===== src/tau_pkg.sv =====
// Constants, field layout and modes of the 16-bit waveform timer.
// Assumes APB word access at byte offsets below and a 25 MHz clock.
package tau_pkg;
    localparam int          CNT_W        = 16;
    localparam int          NCH          = 3;
    localparam int          ADDR_W       = 8;
    localparam int          PRESC_W      = 10;
    localparam real         CLK_MHZ      = 25.0;
    // Register byte offsets
    localparam logic [7:0]  OFS_CTRL     = 8'h00;
    localparam logic [7:0]  OFS_STATUS   = 8'h04;
    localparam logic [7:0]  OFS_COUNT    = 8'h08;
    localparam logic [7:0]  OFS_PERIOD   = 8'h0c;
    localparam logic [7:0]  OFS_PERIOD_BUFFER   = 8'h10;
    localparam logic [7:0]  OFS_CMP0     = 8'h14;
    localparam logic [7:0]  OFS_CBUF0    = 8'h20;
    localparam logic [7:0]  REG_STRIDE   = 8'h04;
    // Control register fields
    localparam int          CTRL_EN_BIT  = 0;
    localparam int          CTRL_CS_LSB  = 1;
    localparam int          CTRL_WGM_LSB = 4;
    localparam int          CTRL_DIR_BIT = 6;
    localparam int          CTRL_LCK_BIT = 7;
    localparam int          CTRL_EVC_BIT = 8;
    localparam int          CTRL_CHE_LSB = 9;
    // Status register fields, match flags are write-one-to-clear
    localparam int          ST_FLAG_LSB  = 4;
    // Reset values and count landmarks
    localparam logic [15:0] PER_RST      = 16'hffff;
    localparam logic [15:0] CMP_RST      = 16'h0000;
    localparam logic [15:0] BOTTOM       = 16'h0000;
    localparam logic [15:0] MAXVAL       = 16'hffff;
    // Prescaler divide shift per clock select value
    localparam logic [3:0]  PRESC_SHIFT [8] =
        '{4'h0, 4'h1, 4'h2, 4'h3, 4'h4, 4'h6, 4'h8, 4'ha};

    typedef enum logic [1:0] {
        WG_NORMAL,
        WG_FRQ,
        WG_SINGLE,
        WG_DUAL
    } tau_waveform_mode_select_t;
endpackage : tau_pkg


===== src/tau_chan_if.sv =====
// Bundle between the counter core and one compare channel.
// Assumes one clock shared by both ends.
`timescale 1ns/10ps
interface tau_chan_if;
    logic                    tick;
    tau_pkg::tau_waveform_mode_select_t    mode;
    logic [15:0]             count;
    logic [15:0]             top;
    logic [15:0]             cmp;
    logic                    up;
    logic                    wave;
    modport ctl  (output tick, mode, count, top, cmp, up, input wave);
    modport chan (input tick, mode, count, top, cmp, up, output wave);
endinterface : tau_chan_if


===== src/tau_prescaler.sv =====
// Power-of-two clock prescaler producing one-cycle tick pulses.
// Assumes select is quasi-static; a change may shorten one period.
`timescale 1ns/10ps
module tau_prescaler #(
    parameter int W = tau_pkg::PRESC_W
) (
    // Clock and reset
    input  wire logic       clk,
    input  wire logic       srst,
    // Control
    input  wire logic       en,
    input  wire logic [2:0] sel,
    // Tick out
    output logic            tick
);
    logic [W-1:0] div_cnt;
    wire  [W-1:0] mask = W'((32'h1 << tau_pkg::PRESC_SHIFT[sel]) - 32'h1);

    // Tick when all selected low bits are ones
    assign tick = en && ((div_cnt & mask) == mask);

    // Held at zero while stopped so a restart begins a full period
    always_ff @(posedge clk) begin
        if (srst || !en) begin
            div_cnt <= '0;
        end else begin
            div_cnt <= div_cnt + W'(1);
        end
    end
endmodule : tau_prescaler


===== src/tau_channel.sv =====
// One compare channel: waveform generator for the four count modes.
// Assumes the core presents count, top and compare from flip-flops.
`timescale 1ns/10ps
module tau_channel (
    // Clock and reset
    input  wire logic clk,
    input  wire logic srst,
    // Core side
    tau_chan_if.chan  ch
);
    wire match  = ch.tick && (ch.count == ch.cmp);
    wire at_bot = (ch.count == tau_pkg::BOTTOM);

    // Waveform state changes only on timer ticks, except normal mode forces it low every clock
    always_ff @(posedge clk) begin
        if (srst) begin
            ch.wave <= 1'b0;
        end else begin
            unique case (ch.mode)
                tau_pkg::WG_NORMAL: ch.wave <= 1'b0;
                tau_pkg::WG_FRQ: begin
                    if (match) ch.wave <= ~ch.wave;
                end
                tau_pkg::WG_SINGLE: begin
                    // Match wins over bottom, so compare zero stays low
                    if (match) ch.wave <= 1'b0;
                    else if (ch.tick && at_bot) ch.wave <= 1'b1;
                end
                tau_pkg::WG_DUAL: begin
                    // Match at top sets, so compare equal to top stays high
                    if (match) begin
                        ch.wave <= !at_bot &&
                                   (!ch.up || ch.count == ch.top);
                    end else if (ch.tick && at_bot) begin
                        ch.wave <= 1'b1;
                    end
                end
            endcase
        end
    end
endmodule : tau_channel


===== src/tau_timer_top.sv =====
// Top of the 16-bit waveform timer: APB register file, counter core,
// double buffers, match flags and channel outputs.
// Assumes APB master on clk; event input and pins are asynchronous.
`timescale 1ns/10ps
module tau_timer_top #(
    parameter int PRESC_W = tau_pkg::PRESC_W
) (
    // Clock and reset
    input  wire logic        clk,
    input  wire logic        srst,
    // APB slave
    input  wire logic        psel,
    input  wire logic        penable,
    input  wire logic        pwrite,
    input  wire logic [7:0]  paddr,
    input  wire logic [31:0] pwdata,
    output logic      [31:0] prdata,
    output logic             pready,
    output logic             pslverr,
    // Event count input
    input  wire logic        event_in,
    // Waveform pins
    output logic      [2:0]  waveform_output,
    output logic      [2:0]  waveform_output_oe
);
    localparam int N = tau_pkg::NCH;

    // Control state
    logic                 enable;
    logic [2:0]           clock_select_field;
    tau_pkg::tau_waveform_mode_select_t waveform_mode_select;
    logic                 dir_down;
    logic                 update_lock;
    logic                 event_count_enable;
    logic [N-1:0]         channel_output_enable;
    // Count state
    logic [15:0]          counter_value;
    logic                 slope_down;
    logic [15:0]          period_value;
    logic [15:0]          period_buffer;
    logic                 period_buffer_valid;
    logic [15:0]          compare_value [N];
    logic [15:0]          compare_buffer [N];
    logic [N-1:0]         compare_buffer_valid;
    logic [N-1:0]         match_flag;
    // Event synchroniser
    logic                 ev_meta;
    logic                 ev_sync;
    logic                 ev_prev;
    // Combinational next values
    logic [15:0]          next_count;
    logic                 next_slope;

    // APB decode; always ready, so access phase is the only wait
    wire acc     = psel && penable;
    wire wr      = acc && pwrite;
    wire rd_setup = psel && !penable;
    wire hit_ctrl = (paddr == tau_pkg::OFS_CTRL);
    wire hit_stat = (paddr == tau_pkg::OFS_STATUS);
    wire hit_cnt  = (paddr == tau_pkg::OFS_COUNT);
    wire hit_per  = (paddr == tau_pkg::OFS_PERIOD);
    wire hit_pbuf = (paddr == tau_pkg::OFS_PERIOD_BUFFER);
    wire [N-1:0] hit_cmp;
    wire [N-1:0] hit_cbuf;
    wire [15:0]  cmp_or  [N+1];
    wire [15:0]  cbuf_or [N+1];
    assign cmp_or[0]  = 16'h0000;
    assign cbuf_or[0] = 16'h0000;

    // Per-channel address hits and read selection
    for (genvar n = 0; n < N; n++) begin : g_dec
        assign hit_cmp[n]  = (paddr == 8'(tau_pkg::OFS_CMP0
                                        + 8'(n) * tau_pkg::REG_STRIDE));
        assign hit_cbuf[n] = (paddr == 8'(tau_pkg::OFS_CBUF0
                                        + 8'(n) * tau_pkg::REG_STRIDE));
        assign cmp_or[n+1]  = cmp_or[n]  | (hit_cmp[n]  ? compare_value[n]
                                                        : 16'h0000);
        assign cbuf_or[n+1] = cbuf_or[n] | (hit_cbuf[n] ? compare_buffer[n]
                                                        : 16'h0000);
    end

    wire mapped   = hit_ctrl || hit_stat || hit_cnt || hit_per || hit_pbuf
                    || (|hit_cmp) || (|hit_cbuf);
    wire wr_ctrl  = wr && hit_ctrl;
    wire wr_stat  = wr && hit_stat;
    wire wr_count = wr && hit_cnt;
    wire wr_per   = wr && hit_per;
    wire wr_pbuf  = wr && hit_pbuf;
    wire [N-1:0] wr_cmp  = {N{wr}} & hit_cmp;
    wire [N-1:0] wr_cbuf = {N{wr}} & hit_cbuf;

    assign pready  = 1'b1;
    assign pslverr = acc && !mapped;

    // Count landmarks
    wire dual      = (waveform_mode_select == tau_pkg::WG_DUAL);
    wire [15:0] top_value = (waveform_mode_select == tau_pkg::WG_FRQ)
                            ? compare_value[0] : period_value;
    wire at_top    = (counter_value == top_value);
    wire at_bottom = (counter_value == tau_pkg::BOTTOM);
    wire at_max    = (counter_value == tau_pkg::MAXVAL);
    wire count_up  = dual ? !slope_down : !dir_down;

    // Tick source: prescaled clock or synchronised event edge
    wire presc_tick;
    wire ev_rise   = ev_sync && !ev_prev;
    wire tick      = enable && (event_count_enable ? ev_rise
                                                   : presc_tick);

    // Update point: bottom in dual slope, otherwise the turn-around
    wire upd_point = dual ? (at_bottom && slope_down)
                          : (count_up ? at_top : at_bottom);
    wire update_ev = tick && upd_point && !update_lock;

    // Read multiplexer, captured in the setup phase
    wire [31:0] ctrl_word = {20'h00000, channel_output_enable,
                             event_count_enable, update_lock, dir_down,
                             waveform_mode_select, clock_select_field,
                             enable};
    wire [31:0] stat_word = {20'h00000, at_max, at_bottom, waveform_output,
                             match_flag, compare_buffer_valid,
                             period_buffer_valid};
    wire [31:0] rd_mux =
        hit_ctrl ? ctrl_word :
        hit_stat ? stat_word :
        hit_cnt  ? {16'h0000, counter_value} :
        hit_per  ? {16'h0000, period_value} :
        hit_pbuf ? {16'h0000, period_buffer} :
        {16'h0000, cmp_or[N] | cbuf_or[N]};

    always_ff @(posedge clk) begin
        if (srst) prdata <= 32'h00000000;
        else if (rd_setup) prdata <= rd_mux;
    end

    // Two flops before the edge detector sees the event pin
    always_ff @(posedge clk) begin
        if (srst) begin
            ev_meta <= 1'b0;
            ev_sync <= 1'b0;
            ev_prev <= 1'b0;
        end else begin
            ev_meta <= event_in;
            ev_sync <= ev_meta;
            ev_prev <= ev_sync;
        end
    end

    // Control register
    always_ff @(posedge clk) begin
        if (srst) begin
            enable                <= 1'b0;
            clock_select_field    <= 3'h0;
            waveform_mode_select  <= tau_pkg::WG_NORMAL;
            dir_down              <= 1'b0;
            update_lock           <= 1'b0;
            event_count_enable    <= 1'b0;
            channel_output_enable <= 3'h0;
        end else if (wr_ctrl) begin
            enable               <= pwdata[tau_pkg::CTRL_EN_BIT];
            clock_select_field   <= pwdata[tau_pkg::CTRL_CS_LSB +: 3];
            waveform_mode_select <= tau_pkg::tau_waveform_mode_select_t'(
                                    pwdata[tau_pkg::CTRL_WGM_LSB +: 2]);
            dir_down             <= pwdata[tau_pkg::CTRL_DIR_BIT];
            update_lock          <= pwdata[tau_pkg::CTRL_LCK_BIT];
            event_count_enable   <= pwdata[tau_pkg::CTRL_EVC_BIT];
            channel_output_enable <= pwdata[tau_pkg::CTRL_CHE_LSB +: 3];
        end
    end

    // Next count: software write beats any count, clear or reload
    always_comb begin
        next_count = counter_value;
        next_slope = dual ? slope_down : 1'b0;
        if (tick) begin
            if (dual) begin
                if (!slope_down) begin
                    if (at_top) begin
                        next_slope = 1'b1;
                        next_count = at_bottom ? counter_value
                                               : counter_value - 16'h0001;
                    end else begin
                        next_count = counter_value + 16'h0001;
                    end
                end else if (at_bottom) begin
                    next_slope = 1'b0;
                    next_count = at_top ? counter_value : 16'h0001;
                end else begin
                    next_count = counter_value - 16'h0001;
                end
            end else if (count_up) begin
                if (at_top) next_count = tau_pkg::BOTTOM;
                else if (at_max) next_count = tau_pkg::BOTTOM;
                else next_count = counter_value + 16'h0001;
            end else begin
                if (at_bottom) next_count = top_value;
                else next_count = counter_value - 16'h0001;
            end
        end
        if (wr_count) next_count = pwdata[15:0];
    end

    always_ff @(posedge clk) begin
        if (srst) begin
            counter_value <= tau_pkg::BOTTOM;
            slope_down    <= 1'b0;
        end else begin
            counter_value <= next_count;
            slope_down    <= next_slope;
        end
    end

    // Period and its buffer; direct write wins over the update copy
    always_ff @(posedge clk) begin
        if (srst) begin
            period_value        <= tau_pkg::PER_RST;
            period_buffer       <= tau_pkg::PER_RST;
            period_buffer_valid <= 1'b0;
        end else begin
            if (wr_per) period_value <= pwdata[15:0];
            else if (update_ev && period_buffer_valid)
                period_value <= period_buffer;
            if (wr_pbuf) period_buffer <= pwdata[15:0];
            // A buffer write in the update cycle keeps the flag set
            if (wr_pbuf) period_buffer_valid <= 1'b1;
            else if (update_ev) period_buffer_valid <= 1'b0;
        end
    end

    // Compare registers, buffers, flags and channel generators
    wire [N-1:0] match_now;
    for (genvar n = 0; n < N; n++) begin : g_ch
        tau_chan_if cif ();
        assign match_now[n] = tick && (counter_value == compare_value[n]);

        always_ff @(posedge clk) begin
            if (srst) begin
                compare_value[n]        <= tau_pkg::CMP_RST;
                compare_buffer[n]       <= tau_pkg::CMP_RST;
                compare_buffer_valid[n] <= 1'b0;
                match_flag[n]           <= 1'b0;
            end else begin
                if (wr_cmp[n]) compare_value[n] <= pwdata[15:0];
                else if (update_ev && compare_buffer_valid[n])
                    compare_value[n] <= compare_buffer[n];
                if (wr_cbuf[n]) compare_buffer[n] <= pwdata[15:0];
                if (wr_cbuf[n]) compare_buffer_valid[n] <= 1'b1;
                else if (update_ev) compare_buffer_valid[n] <= 1'b0;
                // Set beats a write-one clear in the same cycle
                match_flag[n] <= match_now[n] || (match_flag[n] &&
                    !(wr_stat && pwdata[tau_pkg::ST_FLAG_LSB + n]));
            end
        end

        assign cif.tick  = tick;
        assign cif.mode  = waveform_mode_select;
        assign cif.count = counter_value;
        assign cif.top   = top_value;
        assign cif.cmp   = compare_value[n];
        assign cif.up    = count_up;

        tau_channel u_chan (
            .clk  (clk),
            .srst (srst),
            .ch   (cif.chan)
        );

        assign waveform_output[n]    = cif.wave;
        // Pin override needs waveform mode and clock counting
        assign waveform_output_oe[n] = channel_output_enable[n]
            && (waveform_mode_select != tau_pkg::WG_NORMAL)
            && !event_count_enable;
    end

    tau_prescaler #(
        .W (PRESC_W)
    ) u_presc (
        .clk  (clk),
        .srst (srst),
        .en   (enable && !event_count_enable),
        .sel  (clock_select_field),
        .tick (presc_tick)
    );
endmodule : tau_timer_top


===== config.mk =====
export PLATFORM = sky130hd
export DESIGN_NAME = tau_timer_top
export DESIGN_NICKNAME = d
export VERILOG_FILES = /design/src/tau_pkg.sv /design/src/tau_chan_if.sv /design/src/tau_prescaler.sv /design/src/tau_channel.sv /design/src/tau_timer_top.sv
export SDC_FILE = /design/constraint.sdc
export NUM_CORES = 1
export LEC_CHECK = 0
export ABC_AREA = 1
export BUFFER_PORTS_ARGS = -buffer_cell sky130_fd_sc_hd__buf_2
export CORE_UTILIZATION = 26
export DETAILED_ROUTE_END_ITERATION = 10
export HOLD_SLACK_MARGIN = 0.05
export PLACE_DENSITY = 0.45
export SYNTH_ARGS = -nofsm -noshare
export SYNTH_HDL_FRONTEND = slang
export SYNTH_HIERARCHICAL = 1
export SYNTH_SLANG_ARGS = --single-unit
export TNS_END_PERCENT = 5

===== constraint.sdc =====
create_clock -name clk -period 9.35 [get_ports clk]
set_input_delay 0.935 -clock clk [delete_from_list [all_inputs] [get_ports clk]]
set_output_delay 0.935 -clock clk [all_outputs]
set_load 0.005 [all_outputs]

---- Word level (Yosys, flattened, before mapping) ----
Memory sizes are Yosys's and may differ from the RTL's.
Cells that the tools add are included.
word-level totals
  register bits ........................... 116
  bits of input ports ..................... 46
  output and inout bits ................... 40
  bits in writable memories ............... 96
  memories ................................ 3
  bits in read-only memories .............. 32
cells by class
  reductions and logical operators ........ 74
  shifts and indexed selects .............. 1
  multiplexer cells ....................... 99
  magnitude comparators ................... 1
  equality and inequality tests ........... 23
  add/subtract/negate cells ............... 4
  bitwise operators ....................... 21
memories
  name              words  width  read ports  clocked after Yosys merged registers in  write ports  line                 text
  compare_buffer    3      16     3           0                                        3            tau_timer_top.sv:43  logic [15:0] compare_buffer [N];
  compare_value     3      16     3           0                                        3            tau_timer_top.sv:42  logic [15:0] compare_value [N];
  (name not given)  8      4      1           0                                        0            tau_prescaler.sv:17  wire [W-1:0] mask = W'((32'h1 << tau_pkg::PRESC_SHIFT[sel]) - 32'h1);
operator list
  kind                   number
  $mux 16                35
  $or 16x16->16          5
  $eq 16x16->1           4
  $mux 1                 59
  $logic_and 1x1->1      37
  $eq 8x5->1 const B     4
  $eq 8x6->1 const B     3
  $add 16x1->16 const B  1
  $eq 16x16->1 const B   1
  $eq 8x4->1 const B     2
  $logic_not 16->1       1
  $sub 16x1->16 const B  1
  $reduce_bool 2->1      7
  $logic_not 1->1        13
  $pmux 1 s4             3
  $logic_or 1x1->1       11
  $add 10x1->10 const B  1
  $and 10x10->10         1
  $eq 10x10->1           1
  $shl 1x4->10 const A   1
  $sub 10x1->10 const B  1
  $or 1x1->1             9
  $eq 8x3->1 const B     1
  $logic_not 8->1        1
  other kinds (12)       20

---- Depth between registers and ports, before layout ----
  depth after elaboration ................. 19
  depth in mapped cells ................... 18
  mapped depth without buffers ............ 18

---- By module ----
Netlist, hierarchy kept.
by module, submodules not included
  module         area each (um^2)  sequential area each (um^2)  cells an instance  times used
  tau_timer_top  11064.4           4624.4                       1508               1
  tau_channel    669.4             20.0                         142                3
  tau_prescaler  485.5             200.2                        70                 1

---- Worst setup path before layout ----
OpenSTA, ideal clock, no wires.
  path kind ............................... reg-to-reg
  start ................................... register u_presc.div_cnt[5]
  end ..................................... memory compare_value[0][0] (enable)
  library setup time ...................... 411 ps
  data arrival time ....................... 3384 ps
  slack ................................... 5555 ps
  stages on the path, launching flop included .. 14
  cells stage by stage .................... dfxtp_1 -> nand2_1 -> nor2_1 -> nand2_1 -> nand2_1 -> nand2_1 -> a21oi_1 -> nand2_1 -> a21oi_1 -> inv_1 -> nor2_1 -> a21boi_4 -> inv_1 -> o21ai_0
RTL lines
  what                    line                 text
  from (decl)             tau_prescaler.sv:16  logic [W-1:0] div_cnt;
  from (signal assigned)  tau_prescaler.sv:27  div_cnt <= div_cnt + W'(1);
  to (decl)               tau_timer_top.sv:42

==> reports/metrics.cfg <==
[cts]
cts_max_level = 4
post_cts_resized = 0
clock-sinks = 196
cts_tree = done
root_buffer = clkbuf_16
worst_skew_pair.late_latency_ns = 0.48
post_cts_buffers = 0
clk_transition_reported_paths_ns = 0.09
hold_buffers = 0
clk_path_buf_depth = 2
cts_buffers = 17

[cells_and_area]
fillCellCount = 5697
multi_input_area_um2 = 7210
final_util_pct = 29.3
final_cell_mix = 537 x nand2_1, 253 x inv_1, 221 x nor2_1
area_delta_synth_final_pct = 11.0
final_common_cell = nand2_1
drive_above_1_share_pct = 10.4
instances_no_fill = 2726
seq_area_um2 = 4880
layout.nets = 2083
final_cell_area_um2 = 15100

[synthesis]
synth_mux_area_share_pct = 0
synth_edf_count = 96
syn-cell-area_um2 = 13600
synth_seq_cells = 196
synth_top_family_by_area = simple AND/OR/NAND/NOR gates
yosysSeqAreaShare_pct = 36.0
yosys.area_share.simple_pct = 32.2
synth_compound_area_share_pct = 13.7
synthFlopType = dfxtp_1
syn_avg_cell_area_um2 = 6.77
synth_xor_area_share_pct = 6.46
synth_warnings = 6
synth_fa_ha_area_share_pct = 0.369
ys_types = 47
async_reset_ff_share_pct = 0
synthCells = 2004

[critical_path]
path_max_fanout = 20
cp-end-kind = register
worstPathRequired_ns = 9.37
cp.arrival_ns = 4.42
path_cells = clkinv_1 > ha_1 > nand2_1 > nor3_1 > nand4_1 > inv_1 > nor2_1 > nor2_1 > nand2_2 > nand2_2 > nand4_4 > nand2_1
cp_top_family = simple AND/OR/NAND/NOR gates
critPathMaxStageDelay_ns = 0.89
path_class = register to register
cp-start-kind = register
slowest_stage = dfxtp_1
worst-path-buf-inv = 2

[timing]
setup_viol = 0
max_freq_ghz = 0.227
skew_ns = 0.0155
setup_tns_ns = 0
final_max_slew_viol_count = 0
rsz0062_at_grt = no
maxSlewHeadroom_pct = 15.1
period_share_pct = 47.0
post-route-min-period_ns = 4.40
hold_viol = 0
worst_pin_slew_ns = 1.27

[route]
routed_wl_mm = 56.4
drt_iter0_markers = 1612
num_vias = 13500
vias_per_cell = 4.96
drt_pass1_iterations = 6
drtAntennaViolNets = 0
wire_per_inst_um = 20.7
drc_errors = 0

[power]
clkPwrFrac_pct = 40.8
switchingPower_uw = 484
ir_drop_v = 0.000106
p_seq_share_pct = 52.8
pwr_density_cell_nw_per_um2 = 120
comb_power_share_pct = 6.5
fin_total_pwr_mw = 1.81
p_sw_share_pct = 26.8
p_leak_nw = 6.53
p_int_mw = 1.32

[place]
placed_cell_area_um2 = 14500
place.gp.congestion = 0.941
port_buffers = 52
placed_cells = 2694
hpwlAfterDp_mm = 42.8

[global_routing]
grtUsageTotal_pct = 21.4
antenna_found_initial = 0
grt_pass1_wl_mm = 83.7
grt_max_degree = 67
grt_overflow = 0
first_global_vias = 12600

[die]
core_area_um2 = 51400
start_util_pct = 26.4
io_pins = 86
dieHeight_um = 230
rows = 83
die_w_um = 230
dieArea_um2 = 53100

[run_status]
status = finished, final reports clean

[hold_path]
hold_path_class = register to register

[run]
cap_violations = 0

[power groups by stage]
| stage | logic [mW] | registers, mW | clock network, mW |
|---|---|---|---|
| after detailed placement | 0.116 | 0.972 | 0 |
| after CTS | 0.116 | 0.952 | 0.747 |
| after floorplan | 0.0671 | 0.958 | 0 |
| after global routing | 0.128 | 0.956 | 0.781 |
| final | 0.117 | 0.953 | 0.737 |
| after global placement | 0.116 | 0.971 | 0 |
[registers in the layout, summed over array words and instances, names as in the netlist, 2 cells and up]
| signal | count |
|---|---|
| compare_buffer | 48 |
| compare_value | 48 |
| counter_value | 16 |
| period_buffer | 16 |
| period_value | 16 |
| prdata | 16 |
| u_presc/div_cnt | 10 |
| channel_output_enable | 3 |
| clock_select_field | 3 |
| compare_buffer_valid | 3 |
| g_ch.u_chan/ch.wave | 3 |
| match_flag | 3 |
| g_ch.cif.mode | 2 |
[path summary, 6_finish.rpt]
path	startpoint	to	slack, ns	depth (start not counted)
hold / removal	ev_meta	ev_sync	0.41	2
setup / recovery	counter_value[0]	compare_value[2][2]	4.95	12
setup reg to reg	counter_value[0]	compare_value[2][2]	4.95	12
hold reg to reg	ev_meta	ev_sync	0.41	2
[cell families (layout without fill, tap and decap cells)]
kind of cell / count (synthesis) / in the layout
other: 2 / 18
buffers and inverters: 373 / 399
flip-flops: 196 / 196
AND/OR/NAND/NOR: 1014 / 1014
adder cells (fa/ha/maj): 4 / 4
AO/OA/AOI/OAI: 315 / 315
XOR/XNOR: 100 / 100
[worst reg2reg max path: cells and delay by family, from the launching register on]
| kind | cells | cell delay (ns) |
|---|---|---|
| buf+inv | 2 | 0.71 |
| fa+ha+maj | 1 | 0.47 |
| flops | 1 | 0.89 |
| simple gates | 9 | 1.86 |
[synthesized netlist by cell type, types with 11 or more instances]
cell type / n / share of area (%)
buf_4: 22 / 1.2
nand3_2: 11 / 0.81
o21ai_0: 103 / 3.8
o21ai_2: 21 / 1.4
o22ai_1: 23 / 1.1
nand2_1: 537 / 15
nand3_1: 133 / 4.9
edfxtp_1: 96 / 21
or2_2: 11 / 0.51
nor2_1: 222 / 6.1
inv_2: 23 / 0.64
clkbuf_1: 52 / 1.4
xor2_1: 65 / 4.2
o211ai_1: 22 / 1.2
dfxtp_1: 100 / 15
buf_2: 11 / 0.41
xnor2_1: 35 / 2.3
nand2_2: 16 / 0.74
nor3_1: 22 / 0.81
inv_1: 254 / 7.0
a21oi_1: 109 / 4.0
a221oi_1: 11 / 0.71
nand4_1: 26 / 1.2
[metrics by stage]
| stage | setup WS (ns) | hold slack, ns |
|---|---|---|
| after floorplan | 5.55 | 0.388 |
| after global placement | 4.97 | 0.402 |
| after detailed placement | 4.97 | 0.402 |
| after CTS | 4.94 | 0.411 |
| after global routing | 4.64 | 0.447 |
| final | 4.95 | 0.409 |
[layout make-up]
class                   instances  area share (%)
clock buffers                  20            2.90
clock inverters                11           0.690
diodes                          1          0.0166
flip-flops and latches        196            32.5
well taps                     680            5.65
inverters                     285            7.11
repair buffers                 83            3.28
multi-input cells            1450            47.9
[metal layers]
layer	vias up	track usage [%]	wire [µm]
met5	-	0	0
li1	6499	-	-
met2	513	34.0	25600
met3	83	2.32	3110
met1	6430	29.5	25600
met4	0	8.90	2110
Power figures use the tool's default switching activity.
